$ cat src/inc/servo_cfg.svh
// servo_cfg.svh: constants of the servo pulse generator
// assumes a 200 MHz system clock; all times in their own unit
`ifndef SERVO_CFG_SVH
`define SERVO_CFG_SVH

`define CLK_MHZ      200
`define TICK_US      1
`define TICK_CYC     (`TICK_US * `CLK_MHZ)
// repetition frequencies and their periods in us
`define FREQ0_HZ     50
`define FREQ1_HZ     125
`define FREQ2_HZ     250
`define FREQ3_HZ     333
`define PER0_US      (1000000 / `FREQ0_HZ)
`define PER1_US      (1000000 / `FREQ1_HZ)
`define PER2_US      (1000000 / `FREQ2_HZ)
`define PER3_US      (1000000 / `FREQ3_HZ)
// pulse widths in us
`define W_MIN_US     500
`define W_MAX_US     2500
`define W_RST_US     1500
`define W_STEP_US    10
`define SW_MIN_US    1000
`define SW_MAX_US    2000
// sweep setting: us between 1 us width steps; period = 2 ms * setting
`define SWP_MIN      250
`define SWP_MAX      5000
`define SWP_RST      1000
`define SWP_STEP     50
// button timing in ms
`define DEB_MS       20
`define LONG_MS      600
`define DBL_MS       400
`define MS_CYC(ms)   ((ms) * 1000 * `CLK_MHZ)
// register map
`define REG_CTRL     8'h00
`define REG_WIDTH    8'h04
`define REG_SWEEP    8'h08
`define REG_STAT     8'h0C
`define CTRL_RUN     0
`define CTRL_TGT     1
`define CTRL_SWP     2
`define CTRL_FRQ     4
`define RESP_OK      2'h0
`define RESP_ERR     2'h2

`endif

$ cat src/inc/servo_pkg.sv
// servo_pkg: types shared by the servo pulse generator files
// assumes nothing beyond a SystemVerilog compiler
package servo_pkg;
   typedef enum logic [2:0] {
      M_IDLE  = 3'b001,
      M_WIDTH = 3'b010,
      M_FREQ  = 3'b100
   } mode_e;

   typedef struct packed {
      logic shrt;
      logic lng;
      logic dbl;
      logic cw;
      logic ccw;
   } ui_evt_s;

   typedef logic [14:0] us_t;
   typedef logic [1:0]  freq_t;
endpackage

$ cat src/hdl/ui_input.sv
// ui_input: button and rotary encoder conditioning
// assumes raw pins from outside the clock domain; events are one-cycle pulses
`timescale 1ns/1ps
`default_nettype none
`include "servo_cfg.svh"

module ui_input
   import servo_pkg::*;
#(
   parameter int DEB_CYC  = `MS_CYC(`DEB_MS),
   parameter int LONG_CYC = `MS_CYC(`LONG_MS),
   parameter int DBL_CYC  = `MS_CYC(`DBL_MS)
) (
   input  wire logic aclk,
   input  wire logic aresetn,
   input  wire logic btn_n,
   input  wire logic enc_a,
   input  wire logic enc_b,
   output ui_evt_s   evt
);
   localparam int CW = $clog2(LONG_CYC + DBL_CYC + DEB_CYC) + 1;

   if (DEB_CYC < 2 || LONG_CYC < 2 || DBL_CYC < 2) begin : g_chk
      $error("ui_input: timing counts must be at least 2");
   end

   logic          btn_s1, btn_s2, a_s1, a_s2, a_s3, b_s1, b_s2;
   logic          pressed, long_done, pend;
   logic [CW-1:0] deb_cnt, hold_cnt, gap_cnt;

   // ----------------------------------------------------------------
   // synchronisers and debounce
   // ----------------------------------------------------------------
   wire deb_diff = (~btn_s2) != pressed;
   wire deb_done = deb_diff && (deb_cnt == CW'(DEB_CYC - 1));
   wire release_ev = deb_done && pressed;
   wire short_ev   = release_ev && !long_done;
   wire long_ev    = pressed && !long_done && (hold_cnt == CW'(LONG_CYC - 1));
   wire gap_out    = pend && (gap_cnt == CW'(DBL_CYC - 1));
   wire a_rise     = a_s2 && !a_s3;

   always_ff @(posedge aclk) begin
      if (!aresetn) begin
         // the button idles high; a low reset value would look like a press
         {btn_s1, btn_s2} <= 2'h3;
         {a_s1, a_s2, a_s3, b_s1, b_s2} <= '0;
      end else begin
         {btn_s2, btn_s1} <= {btn_s1, btn_n};
         {a_s3, a_s2, a_s1} <= {a_s2, a_s1, enc_a};
         {b_s2, b_s1} <= {b_s1, enc_b};
      end
   end

   always_ff @(posedge aclk) begin
      if (!aresetn) begin
         pressed <= 1'b0;
         deb_cnt <= '0;
      end else begin
         deb_cnt <= (deb_diff && !deb_done) ? deb_cnt + 1'b1 : '0;
         if (deb_done) begin
            pressed <= ~btn_s2;
         end
      end
   end

   // ----------------------------------------------------------------
   // press classification
   // ----------------------------------------------------------------
   // a short press is held back one gap so a second one can make it a double
   always_ff @(posedge aclk) begin
      if (!aresetn) begin
         hold_cnt  <= '0;
         long_done <= 1'b0;
         pend      <= 1'b0;
         gap_cnt   <= '0;
      end else begin
         hold_cnt  <= (pressed && !long_done) ? hold_cnt + 1'b1 : '0;
         if (long_ev) begin
            long_done <= 1'b1;
         end else if (!pressed) begin
            long_done <= 1'b0;
         end
         gap_cnt <= (pend && !short_ev) ? gap_cnt + 1'b1 : '0;
         if (short_ev) begin
            pend <= !pend;
         end else if (gap_out) begin
            pend <= 1'b0;
         end
      end
   end

   always_ff @(posedge aclk) begin
      if (!aresetn) begin
         evt <= '0;
      end else begin
         evt.shrt <= gap_out && !short_ev;
         evt.dbl  <= short_ev && pend;
         evt.lng  <= long_ev;
         evt.cw   <= a_rise && !b_s2;
         evt.ccw  <= a_rise && b_s2;
      end
   end
endmodule
`default_nettype wire

$ cat src/hdl/servo_pulse_generator.sv
// servo_pulse_generator: servo pulse train with button/encoder and AXI4-Lite control
// assumes one 200 MHz clock; button and encoder are raw pins
//
// The AXI4-Lite slave port and the placing of the registers were decided locally.
`timescale 1ns/1ps
`default_nettype none
`include "servo_cfg.svh"

module servo_pulse_generator
   import servo_pkg::*;
#(
   parameter int ADDR_W   = 8,
   parameter int DEB_CYC  = `MS_CYC(`DEB_MS),
   parameter int LONG_CYC = `MS_CYC(`LONG_MS),
   parameter int DBL_CYC  = `MS_CYC(`DBL_MS)
) (
   input  wire logic              aclk,
   input  wire logic              aresetn,
   input  wire logic [ADDR_W-1:0] s_axi_awaddr,
   input  wire logic              s_axi_awvalid,
   output logic                   s_axi_awready,
   input  wire logic [31:0]       s_axi_wdata,
   input  wire logic [3:0]        s_axi_wstrb,
   input  wire logic              s_axi_wvalid,
   output logic                   s_axi_wready,
   output logic [1:0]             s_axi_bresp,
   output logic                   s_axi_bvalid,
   input  wire logic              s_axi_bready,
   input  wire logic [ADDR_W-1:0] s_axi_araddr,
   input  wire logic              s_axi_arvalid,
   output logic                   s_axi_arready,
   output logic [31:0]            s_axi_rdata,
   output logic [1:0]             s_axi_rresp,
   output logic                   s_axi_rvalid,
   input  wire logic              s_axi_rready,
   input  wire logic              btn_n,
   input  wire logic              enc_a,
   input  wire logic              enc_b,
   output logic [2:0]             probe_out,
   output logic [2:0]             probe_oe,
   output logic                   res_sel,
   output logic                   tgt_ind,
   output logic                   sweep_ind,
   output logic                   active
);
   if (ADDR_W < 8) begin : g_chk
      $error("servo_pulse_generator: ADDR_W must be at least 8");
   end

   mode_e             mode;
   ui_evt_s           evt;
   us_t               width_set, swp_set, sw_w, sw_cnt, cnt, per_q, wid_q;
   freq_t             freq_idx;
   logic              sweep_en, sw_up, pwm;
   logic [7:0]        div;
   logic              aw_hold, w_hold;
   logic [ADDR_W-1:0] wa;
   logic [31:0]       wd;
   logic [3:0]        ws;

   ui_input #(.DEB_CYC (DEB_CYC), .LONG_CYC (LONG_CYC), .DBL_CYC (DBL_CYC)) u_ui (
      .aclk (aclk), .aresetn (aresetn), .btn_n (btn_n),
      .enc_a (enc_a), .enc_b (enc_b), .evt (evt)
   );
   // ----------------------------------------------------------------
   // register bus
   // ----------------------------------------------------------------
   function automatic logic [31:0] rd_val(input logic [ADDR_W-1:0] a);
      logic [31:0] v;
      v = 32'h0;
      if (a == ADDR_W'(`REG_CTRL)) begin
         v[`CTRL_RUN]            = active;
         v[`CTRL_TGT]            = (mode == M_FREQ);
         v[`CTRL_SWP]            = sweep_en;
         v[`CTRL_FRQ+1:`CTRL_FRQ] = freq_idx;
      end else if (a == ADDR_W'(`REG_WIDTH)) begin
         v[14:0] = width_set;
      end else if (a == ADDR_W'(`REG_SWEEP)) begin
         v[14:0] = swp_set;
      end else if (a == ADDR_W'(`REG_STAT)) begin
         v = {15'h0, pwm, 1'b0, wid_q};
      end
      return v;
   endfunction
   function automatic logic mapped(input logic [ADDR_W-1:0] a);
      return a == ADDR_W'(`REG_CTRL) || a == ADDR_W'(`REG_WIDTH) ||
             a == ADDR_W'(`REG_SWEEP) || a == ADDR_W'(`REG_STAT);
   endfunction
   wire [31:0] wmask = {{8{ws[3]}}, {8{ws[2]}}, {8{ws[1]}}, {8{ws[0]}}};
   wire [31:0] wv    = (rd_val(wa) & ~wmask) | (wd & wmask);
   wire        wr_do = aw_hold && w_hold && !s_axi_bvalid;
   wire        wr_c  = wr_do && wa == ADDR_W'(`REG_CTRL);
   wire        wr_w  = wr_do && wa == ADDR_W'(`REG_WIDTH);
   wire        wr_s  = wr_do && wa == ADDR_W'(`REG_SWEEP);
   wire        wr_any = wr_c || wr_w || wr_s;
   wire us_t   wv_u  = wv[14:0];
   wire us_t   wv_w  = (wv_u < us_t'(`W_MIN_US)) ? us_t'(`W_MIN_US) :
                       (wv_u > us_t'(`W_MAX_US)) ? us_t'(`W_MAX_US) : wv_u;
   wire us_t   wv_s  = (wv_u < us_t'(`SWP_MIN)) ? us_t'(`SWP_MIN) :
                       (wv_u > us_t'(`SWP_MAX)) ? us_t'(`SWP_MAX) : wv_u;
   wire mode_e wv_m  = !wv[`CTRL_RUN] ? M_IDLE : wv[`CTRL_TGT] ? M_FREQ : M_WIDTH;

   assign s_axi_awready = !aw_hold;
   assign s_axi_wready  = !w_hold;
   assign s_axi_arready = !s_axi_rvalid;

   always_ff @(posedge aclk) begin
      if (!aresetn) begin
         {aw_hold, w_hold, s_axi_bvalid, s_axi_rvalid} <= '0;
         {wa, wd, ws, s_axi_rdata} <= '0;
         s_axi_bresp <= `RESP_OK;
         s_axi_rresp <= `RESP_OK;
      end else begin
         if (s_axi_awvalid && !aw_hold) begin
            aw_hold <= 1'b1;
            wa      <= s_axi_awaddr;
         end else if (wr_do) begin
            aw_hold <= 1'b0;
         end
         if (s_axi_wvalid && !w_hold) begin
            w_hold <= 1'b1;
            {wd, ws} <= {s_axi_wdata, s_axi_wstrb};
         end else if (wr_do) begin
            w_hold <= 1'b0;
         end
         if (wr_do) begin
            s_axi_bvalid <= 1'b1;
            // status is read-only, so a write to it is refused like a hole
            s_axi_bresp  <= wr_any ? `RESP_OK : `RESP_ERR;
         end else if (s_axi_bready) begin
            s_axi_bvalid <= 1'b0;
         end
         if (s_axi_arvalid && !s_axi_rvalid) begin
            s_axi_rvalid <= 1'b1;
            s_axi_rdata  <= rd_val(s_axi_araddr);
            s_axi_rresp  <= mapped(s_axi_araddr) ? `RESP_OK : `RESP_ERR;
         end else if (s_axi_rready) begin
            s_axi_rvalid <= 1'b0;
         end
      end
   end

   // ----------------------------------------------------------------
   // user settings
   // ----------------------------------------------------------------
   wire us_t   w_up   = (width_set + us_t'(`W_STEP_US) > us_t'(`W_MAX_US)) ?
                        us_t'(`W_MAX_US) : width_set + us_t'(`W_STEP_US);
   wire us_t   w_dn   = (width_set < us_t'(`W_MIN_US + `W_STEP_US)) ?
                        us_t'(`W_MIN_US) : width_set - us_t'(`W_STEP_US);
   wire us_t   next_width = evt.cw ? w_up : evt.ccw ? w_dn : width_set;
   wire us_t   s_up   = (swp_set + us_t'(`SWP_STEP) > us_t'(`SWP_MAX)) ?
                        us_t'(`SWP_MAX) : swp_set + us_t'(`SWP_STEP);
   wire us_t   s_dn   = (swp_set < us_t'(`SWP_MIN + `SWP_STEP)) ?
                        us_t'(`SWP_MIN) : swp_set - us_t'(`SWP_STEP);
   wire us_t   next_swp = evt.cw ? s_up : evt.ccw ? s_dn : swp_set;
   wire freq_t next_idx = (evt.cw && freq_idx != 2'h3) ? freq_idx + 2'h1 :
                          (evt.ccw && freq_idx != 2'h0) ? freq_idx - 2'h1 : freq_idx;

   // a bus write in the same cycle as a user event takes precedence
   always_ff @(posedge aclk) begin
      if (!aresetn) begin
         mode      <= M_IDLE;
         width_set <= us_t'(`W_RST_US);
         swp_set   <= us_t'(`SWP_RST);
         freq_idx  <= 2'h0;
         sweep_en  <= 1'b0;
      end else if (wr_any) begin
         if (wr_c) begin
            mode     <= wv_m;
            sweep_en <= wv[`CTRL_SWP];
            freq_idx <= wv[`CTRL_FRQ+1:`CTRL_FRQ];
         end
         if (wr_w) width_set <= wv_w;
         if (wr_s) swp_set <= wv_s;
      end else begin
         unique case (mode)
            M_IDLE: begin
            end
            M_WIDTH: begin
               if (evt.dbl) mode <= M_IDLE;
               else if (evt.shrt) mode <= M_FREQ;
               else if (evt.lng) width_set <= us_t'(`W_RST_US);
               else if (sweep_en) swp_set <= next_swp;
               else width_set <= next_width;
            end
            M_FREQ: begin
               if (evt.dbl) mode <= M_IDLE;
               else if (evt.shrt) mode <= M_WIDTH;
               else if (evt.lng) sweep_en <= !sweep_en;
               else freq_idx <= next_idx;
            end
         endcase
      end
   end

   // ----------------------------------------------------------------
   // sweep engine and pulse timing
   // ----------------------------------------------------------------
   wire tick = (div == 8'(`TICK_CYC - 1));
   wire us_t per_live = (freq_idx == 2'h0) ? us_t'(`PER0_US) :
                        (freq_idx == 2'h1) ? us_t'(`PER1_US) :
                        (freq_idx == 2'h2) ? us_t'(`PER2_US) : us_t'(`PER3_US);
   wire us_t wid_live = sweep_en ? sw_w : width_set;
   wire      per_end  = tick && (cnt == per_q - us_t'(1));
   always_ff @(posedge aclk) begin
      if (!aresetn) begin
         div <= 8'h00;
      end else begin
         div <= tick ? 8'h00 : div + 8'h01;
      end
   end

   // one 1 us step every swp_set us: 2000 steps make one up-down excursion
   always_ff @(posedge aclk) begin
      if (!aresetn || !sweep_en) begin
         sw_w   <= us_t'(`SW_MIN_US);
         sw_up  <= 1'b1;
         sw_cnt <= '0;
      end else if (tick) begin
         if (sw_cnt >= swp_set - us_t'(1)) begin
            sw_cnt <= '0;
            sw_w   <= sw_up ? sw_w + us_t'(1) : sw_w - us_t'(1);
            if (sw_up && sw_w == us_t'(`SW_MAX_US - 1)) sw_up <= 1'b0;
            if (!sw_up && sw_w == us_t'(`SW_MIN_US + 1)) sw_up <= 1'b1;
         end else begin
            sw_cnt <= sw_cnt + us_t'(1);
         end
      end
   end

   // settings are sampled only at a period boundary, never mid-pulse
   always_ff @(posedge aclk) begin
      if (!aresetn || mode == M_IDLE) begin
         cnt   <= '0;
         per_q <= us_t'(`PER0_US);
         wid_q <= us_t'(`W_RST_US);
         pwm   <= 1'b0;
      end else begin
         if (per_end) begin
            cnt   <= '0;
            per_q <= per_live;
            wid_q <= wid_live;
         end else if (tick) begin
            cnt <= cnt + us_t'(1);
         end
         pwm <= (cnt < wid_q);
      end
   end

   assign active    = (mode != M_IDLE);
   assign probe_out = {1'b0, pwm && active, 1'b0};
   assign probe_oe  = active ? 3'b111 : 3'b000;
   assign res_sel   = active;
   assign tgt_ind   = (mode == M_FREQ);
   assign sweep_ind = sweep_en;
endmodule
`default_nettype wire

$ cat config.mk
export PLATFORM = sky130hd
export DESIGN_NAME = servo_pulse_generator
export DESIGN_NICKNAME = d
export VERILOG_FILES = /design/src/inc/servo_pkg.sv /design/src/hdl/ui_input.sv /design/src/hdl/servo_pulse_generator.sv
export VERILOG_INCLUDE_DIRS = /design/src /design/src/inc
export SDC_FILE = /design/constraint.sdc
export NUM_CORES = 1
export LEC_CHECK = 0
export ABC_CLOCK_PERIOD_IN_PS = 4400
export BUFFER_PORTS_ARGS = -buffer_cell sky130_fd_sc_hd__buf_4
export CAP_MARGIN = 10
export CORE_UTILIZATION = 61
export CTS_CLUSTER_SIZE = 30
export DETAILED_ROUTE_END_ITERATION = 8
export GPL_TIMING_DRIVEN = 0
export PLACE_DENSITY = 0.82
export SETUP_SLACK_MARGIN = 0.5
export SLEW_MARGIN = 25
export SYNTH_ARGS = -nofsm -noshare
export SYNTH_HDL_FRONTEND = slang
export SYNTH_SLANG_ARGS = --single-unit
$ cat constraint.sdc
create_clock -name aclk -period 4.4 [get_ports aclk]
set_clock_uncertainty 0.05 [all_clocks]
set_input_delay 0.44 -clock aclk [delete_from_list [all_inputs] [get_ports aclk]]
set_output_delay 0.44 -clock aclk [all_outputs]
set_load 0.005 [all_outputs]
# == Yosys cells after proc, flatten, opt, wreduce, memory -nomap -nowiden ==
# Index checks and enable logic that the tools add are counted.
# classes
addsub,16
magnitude_cmp,10
n_eq_ne,31
n_mux,87
bitwise,6
n_reduce_logical,77
# op_table
cell,n
15-bit two-way mux,34
"29-bit by 1-bit adder with 29-bit output, second input constant",3
"29-bit by 27-bit == test with 1-bit output, second input constant",2
"15-bit by 1-bit adder with 15-bit output, second input constant",3
"15-bit by 9-bit < comparator with 1-bit output, second input constant",3
"15-bit by 1-bit subtractor with 15-bit output, second input constant",3
17-bit two-way mux,2
3-bit two-way mux,11
"8-bit by 4-bit == test with 1-bit output, second input constant",4
15-bit AND,2
"15-bit by 12-bit > comparator with 1-bit output, second input constant",2
"15-bit by 13-bit > comparator with 1-bit output, second input constant",2
"29-bit by 22-bit == test with 1-bit output, second input constant",1
2-bit two-way mux,14
1-bit logical AND,27
26-bit two-way mux,1
2-bit nonzero test,11
1-bit two-way mux,21
"8-bit by 3-bit == test with 1-bit output, second input constant",2
8-bit logical NOT,2
"2-bit inequality test, second input constant",8
"15-bit by 4-bit adder with 15-bit output, second input constant",1
"15-bit by 6-bit adder with 15-bit output, second input constant",1
"15-bit by 10-bit == test with 1-bit output, second input constant",1
other kinds (39),66
# totals
ff_bits,288
in_bits,62
out_inout_bits,51
wordCells,268

# == Depth between registers and ports, before layout ==
# Gate-level depths: netlist of the first run.
# logic_depth
word_depth,12
ltp_mapped,18
depth_no_buf,16

# == Modules after synthesis ==
# A second synthesis of the first run with hierarchy kept.
# hier_totals
hier_cells,1964
area_unflattened_um2,15781.4
# modules_own_cells
mod,instances,cells_per_inst,area_per_inst_um2,seq_area_each_um2
servo_pulse_generator,1,1440,11134.4,3203.1
ui_input,1,524,4647.0,2042.0

# == Worst setup path before layout of the first run ==
# No wires, ideal clock.
# synth_timing
path_kind,register to register
from,register swp_set[6]
to,register sw_w[10]
setup_ps,128
arrival_time_ps,3457
required_ps,4222
slack_ps,765
stages_incl_launch_ff,17
n_path_buf,3
period_less_slack_ps,3635
cell_sequence,dfxtp_1 clkbuf_1 or3_1 clkbuf_1 or3_1 nor3_1 xnor2_1 ha_1 nand2_1 nor4_1 or4_1 a21oi_1 a21oi_1 nand2_1 buf_1 mux2i_1 nor2_1
# synth_between
elab_chain_len,3
# synth_lines
item,line,rtl
from (decl),servo_pulse_generator.sv:52,"us_t width_set, swp_set, sw_w, sw_cnt, cnt, per_q, wid_q;"
from (signal assigned),servo_pulse_generator.sv:164,swp_set <= us_t'(`SWP_RST);
from (signal assigned),servo_pulse_generator.sv:174,if (wr_s) swp_set <= wv_s;
from (signal assigned),servo_pulse_generator.sv:183,else if (sweep_en) swp_set <= next_swp;
15-bit by 1-bit subtractor with 15-bit output,servo_pulse_generator.sv:220,if (sw_cnt >= swp_set - us_t'(1)) begin
15-bit greater-or-equal comparator,servo_pulse_generator.sv:220,
2-bit AND reduction (no line),--,
to (signal assigned),servo_pulse_generator.sv:216,sw_w <= us_t'(`SW_MIN_US);
to (signal assigned),servo_pulse_generator.sv:222,sw_w <= sw_up ? sw_w + us_t'(1) : sw_w - us_t'(1);
to (decl),servo_pulse_generator.sv:52,
# No other way between the ends.
# A chain may end at the register's enable or synchronous reset.

# == Worst setup path after layout of the first run ==
# layout_timing
from,register swp_set[6]
to,register sw_up
# layout_between
elab_chain_len,3
# layout_lines
item,line,rtl
15-bit by 1-bit subtractor with 15-bit output,servo_pulse_generator.sv:220,
15-bit greater-or-equal comparator,servo_pulse_generator.sv:220,
3-bit AND reduction (no line),--,
to (signal assigned),servo_pulse_generator.sv:217,sw_up <= 1'b1;
to (signal assigned),servo_pulse_generator.sv:223,if (sw_up && sw_w == us_t'(`SW_MAX_US - 1)) sw_up <= 1'b0;
to (signal assigned),servo_pulse_generator.sv:224,if (!sw_up && sw_w == us_t'(`SW_MIN_US + 1)) sw_up <= 1'b1;
to (decl),servo_pulse_generator.sv:54,"logic sweep_en, sw_up, pwm;"
# No other way between the ends.

==> results.cfg, run 1 <==
[status]
outcome = finished, final reports clean

[timing]
fin_crit_ps = 3810
rsz0062_at_grt = true
setup_viol = 0
fmax_mhz = 263
timing.final.max_slew_violations = 0
period_share = 0.865
final-hold-violation-count = 0
tns_ps = 0
worst_slew_pin_slew_ps = 1150
maxSlewHeadroom = 0.221

[clock_tree]
clock_latency_ps = 570
htree_num_levels = 1
hold_buffers = 0
cts-root-buf = clkbuf_16
cts_max_path_buffers = 3
clkTransAtPathRegs_ps = 70
cts_tree = done
cts_buffers = 29
cts.sinks = 262

[die]
die_x_um = 162
fp.coreArea_um2 = 25100
initial_core_util = 0.621
die-area_um2 = 26200
ios = 113
dieHeight_um = 162
placementRows = 58

[synth]
ys_ff_latch = 262
synth_edf_count = 0
synth-main-ff-cell = dfxtp_1
yosys_warnings = 0
syn_area_um2 = 15600
synth_cells = 1924
syn-mean-instance-area_um2 = 8.10
async_reset_ff_frac = 0
seq_area_frac_synth = 0.336
ys_types = 80

[power]
p_switching_mw = 1.35
power_frac_clock = 0.483
p_int_mw = 4.22
comb_power_share = 0.081
power_leakage_nw = 6.95
power.density_nw_per_um2 = 314
ir_drop_v = 0.000392
p_sw_frac = 0.242
pwr-share-seq = 0.436

[layout]
layout_common_cells = dfxtp_1, nor2_1, nand2_1
stdcell_area_um2 = 17700
diodes = 0
syn_to_final_growth_pct = 13.8
final_common_cell = dfxtp_1
layout.nets = 2171
layout-drive-gt1-share = 0.100

[grt]
grt_antenna_before_repair = 0
grt_pass1_vias = 14000
track_usage = 0.344
grt_pass1_wl_um = 72700
grt_max_degree = 16
grt-ovfl-total = 0

[route]
totalWireLength_um = 46100
final_antenna_net_count = 0
vias = 15000
drtIter0Drc = 1718
drc = 0
vias_per_cell = 6.25
firstDrtPassIters = 6
wl_per_cell_um = 19.2

[placement]
hpwl_um = 34000
gp_congestion = 1.02
placement.cell_area_um2 = 16600
portBuffers = 71

[worst_setup_path]
arrival_ps = 4210
worst-r2r-setup-slack_ps = 590
worstPathRequired_ps = 4800
path_class = register to register
worstSetupStartpointType = register
crit_fanout = 10
endpoint_kind = register

[run]
drv_cap = 0

[min_path]
hold_class = input port to register
per-stage QoR:
stage          hold WS [ps]  cells  utilization  power, mW  worst slack [ps]
4_1_cts                7.21   2398        0.705       5.57               538
2_1_floorplan           336   1943            -       2.76               765
6_report               18.1   2400        0.707       5.57               594
3_5_place_dp            347   2344        0.661       2.91              77.8
3_3_place_gp            344   2344        0.661       2.91               155
5_1_grt                19.1   2400        0.707       5.72               435
layout make-up:
type	instances	area, um2
multi-input cells	1493	9660
fillers	2062	7360
flip-flops and latches	262	5250
clock buffers	36	802
plain buffers	133	609
repair buffers	73	548
well taps	330	413
clock inverters	18	264
inverters	55	206
routing by layer:
| metal | up-vias | GRT usage | part of all wire |
|---|---|---|---|
| met5 | - | 0 | 0 |
| met4 | 0 | 0.159 | 0.052 |
| li1 | 7079 | - | - |
| met1 | 6952 | 0.454 | 0.41 |
| met3 | 189 | 0.0518 | 0.094 |
| met2 | 783 | 0.553 | 0.44 |
path summary, 6_finish.rpt:
check / cells past startpoint / start / to
worst max-delay path: 15 / swp_set[6]$_SDFFE_PN1P_ / sw_up$_SDFFE_PP1P_
worst min-delay path: 2 / btn_n / u_ui.btn_s1$_SDFF_PN1_
worst max register to register: 15 / swp_set[6]$_SDFFE_PN1P_ / sw_up$_SDFFE_PP1P_
worst min register to register: 1 / u_ui.b_s2$_SDFF_PN0_ / u_ui.evt[1]$_SDFF_PN0_
registers in the layout, indices dropped and copies added, names as in the netlist, 2 cells and up:
register       flops
mode               3
sw_cnt            15
div                8
width_set         15
wid_q             15
cnt               15
per_q              7
wa                 8
freq_idx           2
u_ui.evt           5
sw_w              15
u_ui.gap_cnt      29
wd                15
swp_set           15
ws                 2
u_ui.deb_cnt      29
u_ui.hold_cnt     29
s_axi_rdata       16
Yosys cell counts (29+ instances only):
master	count	share of area
dfxtp_1	262	0.34
nor2_1	219	0.053
nand2_1	184	0.044
xor2_1	97	0.054
clkbuf_1	96	0.023
nand3_1	76	0.024
a21oi_1	71	0.023
o21ai_0	69	0.022
xnor2_1	68	0.038
nor3_1	63	0.020
ha_1	61	0.049
inv_1	55	0.013
and3_1	36	0.014
nor2b_1	34	0.014
o211ai_1	32	0.015
a211oi_1	31	0.015
and2_1	29	0.012
or3_1	29	0.012
worst max-delay path: stages (launching register included):
cell and delay (ps):
dfxtp_1 300, buf_2 190, or3_1 380, clkbuf_1 190, or3_4 390, nor3_1 220, xnor2_1 110, ha_1 340
nand2_1 90, nor4_1 240, or4_1 140, a21oi_1 50, a21oi_2 240, nand2_4 130, o31a_1 360, a211o_1 270
power groups by stage:
stage	Sequential [mW]	Clock, mW	Combinational (mW)
6_report	2.43	2.69	0.451
5_1_grt	2.43	2.81	0.482
4_1_cts	2.43	2.71	0.433
3_5_place_dp	2.48	0	0.430
3_3_place_gp	2.48	0	0.426
2_1_floorplan	2.47	0	0.284
cell families after synthesis:
group	synth area share
compound gates	0.173
xor+xnor	0.0927
fa+ha+maj	0.0502
buf+inv	0.0513
flops	0.336
mux	0.0384
other cells	0.000241
simple gates	0.257
what timing repair did:
| item | 4_1_cts | 5_1_grt |
|---|---|---|
| pin swaps | 0 | 2 |
| endpoints found under the setup margin | 25 | 37 |
| gates cloned | 0 | 0 |
| buffers inserted | 0 | 2 |
| resized for setup | 7 | 18 |
No activity file was read; power rests on OpenSTA's default activity.
==> run 2, diff against run 1 <==
--- a/config.mk
+++ b/config.mk
@@ -7,13 +7,14 @@
 export NUM_CORES = 1
 export LEC_CHECK = 0
 export ABC_CLOCK_PERIOD_IN_PS = 4400
-export BUFFER_PORTS_ARGS = -buffer_cell sky130_fd_sc_hd__buf_4
+export BUFFER_PORTS_ARGS = -buffer_cell sky130_fd_sc_hd__buf_2
 export CAP_MARGIN = 10
 export CORE_UTILIZATION = 61
 export CTS_CLUSTER_SIZE = 30
 export DETAILED_ROUTE_END_ITERATION = 8
 export GPL_TIMING_DRIVEN = 0
 export PLACE_DENSITY = 0.82
+export REMOVE_ABC_BUFFERS = 1
 export SETUP_SLACK_MARGIN = 0.5
 export SLEW_MARGIN = 25
 export SYNTH_ARGS = -nofsm -noshare
==> run 2 against run 1 <==
  * Routed wire length fell by 13%
  * First-iteration DRC count fell by 7.7%
  * Final cell count shrank 5.5%
  * Critical path type unchanged
  * Critical endpoint unchanged
  * Highest routed layer unchanged
==> results.cfg, run 2 (synthesis gave the netlist of run 1 again) <==
[route]
wl_per_cell_um = 17.7
totalWireLength_um = 40200
vias_per_cell = 6.23
drtIter0Drc = 1585
final_antenna_net_count = 0
vias = 14100
firstDrtPassIters = 6
drc = 0

[layout]
syn_to_final_growth_pct = 8.92
layout.nets = 2042
final_common_cell = dfxtp_1
reg_top3 = u_ui.deb_cnt: 29 flops, u_ui.gap_cnt: 29 flops, u_ui.hold_cnt: 29 flops
diodes = 0
layout-drive-gt1-share = 0.0980
layout_common_cells = dfxtp_1, nor2_1, nand2_1
final_util = 0.676
fin_cells = 2268
fillers = 2044

[worst_setup_path]
max_stage_delay_ps = 470
worstReg2RegStart = swp_set[6]$_SDFFE_PN1P_
worstSetupStartpointType = register
crit_chain = or3_4 -> or3_1 -> nor3_2 -> xnor2_1 -> ha_1 -> nand2_1 -> nor4_1 -> or4_1 -> a21oi_2 -> a21oi_4 -> nand2_4 -> o31a_1 -> a211o_1
crit_end = sw_up$_SDFFE_PP1P_
path_class = register to register
endpoint_kind = register
worst-r2r-setup-slack_ps = 620
worstSetupStartpoint = swp_set[6]$_SDFFE_PN1P_
r2r_cells = 13
r2r-end = sw_up$_SDFFE_PP1P_
worstPathRequired_ps = 4800
arrival_ps = 4180
crit_fanout = 19
cp_slowest_cell = or3_4

[die]
initial_core_util = 0.621
placementRows = 58
fp.coreArea_um2 = 25100
ios = 113
die_x_um = 162
dieHeight_um = 162
die-area_um2 = 26200

[clock_tree]
clock_latency_ps = 560
cts.sinks = 262
cts_tree = done
cts-root-buf = clkbuf_16
hold_buffers = 0
cts_buffers = 28
clkTransAtPathRegs_ps = 60
cts_max_path_buffers = 3
htree_num_levels = 1

[placement]
hpwl_um = 28300
gp_congestion = 0.941
portBuffers = 73
dp.cells = 2214

[timing]
period_share = 0.859
final-hold-violation-count = 0
rsz0062_at_grt = false
fin_crit_ps = 3780
setup_viol = 0
timing.final.max_slew_violations = 0
fmax_mhz = 265
maxSlewHeadroom = 0.302
worst_slew_pin_slew_ps = 1030

[status]
outcome = finished, final reports clean

[grt]
grt_antenna_before_repair = 0
track_usage = 0.303
grt-ovfl-total = 0
grt_pass1_vias = 13000
grt_pass1_wl_um = 65600
grt_max_degree = 82

[run]
drv_cap = 0

[power]
ir_drop_v = 0.000351
power_leakage_nw = 6.62
power.density_nw_per_um2 = 313

[min_path]
hold_class = input port to register
run 2: cell count changes in the layout (fill, tap and decap cells not counted), moves of 3 or more:
| cell | previous run | this run |
|---|---|---|
| buf_1 | 9 | 0 |
| buf_2 | 4 | 73 |
| buf_4 | 98 | 2 |
| clkbuf_1 | 93 | 4 |
| clkbuf_2 | 3 | 0 |
| dfxtp_1 | 262 | 254 |
| dfxtp_2 | 0 | 8 |
| nor3_1 | 63 | 59 |
| nor3_2 | 1 | 5 |
run 2: worst min path at each step:
stage / endpoint / depth (start not counted) / from
2_1_floorplan: u_ui.btn_s2$_SDFF_PN1_ / 1 / u_ui.btn_s1$_SDFF_PN1_
3_3_place_gp: u_ui.btn_s2$_SDFF_PN1_ / 1 / u_ui.btn_s1$_SDFF_PN1_
3_5_place_dp: u_ui.evt[1]$_SDFF_PN0_ / 1 / u_ui.b_s2$_SDFF_PN0_
4_1_cts: u_ui.btn_s1$_SDFF_PN1_ / 2 / btn_n
5_1_grt: u_ui.btn_s1$_SDFF_PN1_ / 2 / btn_n
6_report: u_ui.btn_s1$_SDFF_PN1_ / 2 / btn_n
run 2: power breakdown:
part	leakage, nW	internal (mW)	total, mW	switching [mW]
sequential	2.12	2.40	2.46	0.0559
clock	0.487	1.52	2.50	0.988
combinational	4.02	0.135	0.350	0.215
run 2: cell type report:
cell class                 instances  area (um2)  share of cell area
clock inverter                    11         166             0.00980
multi-input combinational       1494        9710               0.572
clock buffer                      39         812              0.0478
tap                              330         413              0.0243
sequential                       262        5260               0.309
inverter                          55         206              0.0122
timing repair buffer              77         419              0.0247
run 2: through the flow:
step	power, mW	hold WS [ps]	TNS, ps	instance area (um2)	setup WS (ps)
global placement	2.83	339	-2430	15800	-167
finish	5.31	20.8	0	17000	620
CTS	5.33	1.57	0	16900	514
floorplan	2.71	336	0	15100	644
detailed placement	2.85	344	-3480	15900	-244
global route	5.47	35.6	0	17000	514
run 2: worst max-delay path: cells and delay by family, from the launching register on:
kind,cells,cell delay [ps]
AOI/OAI and AO/OA,4,850
xor gates and xnor gates,1,110
adders and majority gates,1,340
DFF,1,430
and+or+nand+nor,7,1890
run 2: timing repair:
| item | 4_1_cts | 5_1_grt |
|---|---|---|
| resized for setup | 10 | 7 |
| cloned | 1 | 0 |
| setup endpoints to repair | 46 | 40 |
| setup buffers | 1 | 0 |
| pin swaps | 2 | 0 |
run 2: metal layers:
layer  vias to the layer above  global-route usage  share of wire  wire length [um]
li1                       6810                   -              -                 -
met4                         0               0.115          0.038              1540
met1                      6596               0.406           0.42             17100
met5                         -                   0              0                 0
met2                       599               0.496           0.46             18500
met3                       128              0.0393          0.077              3090
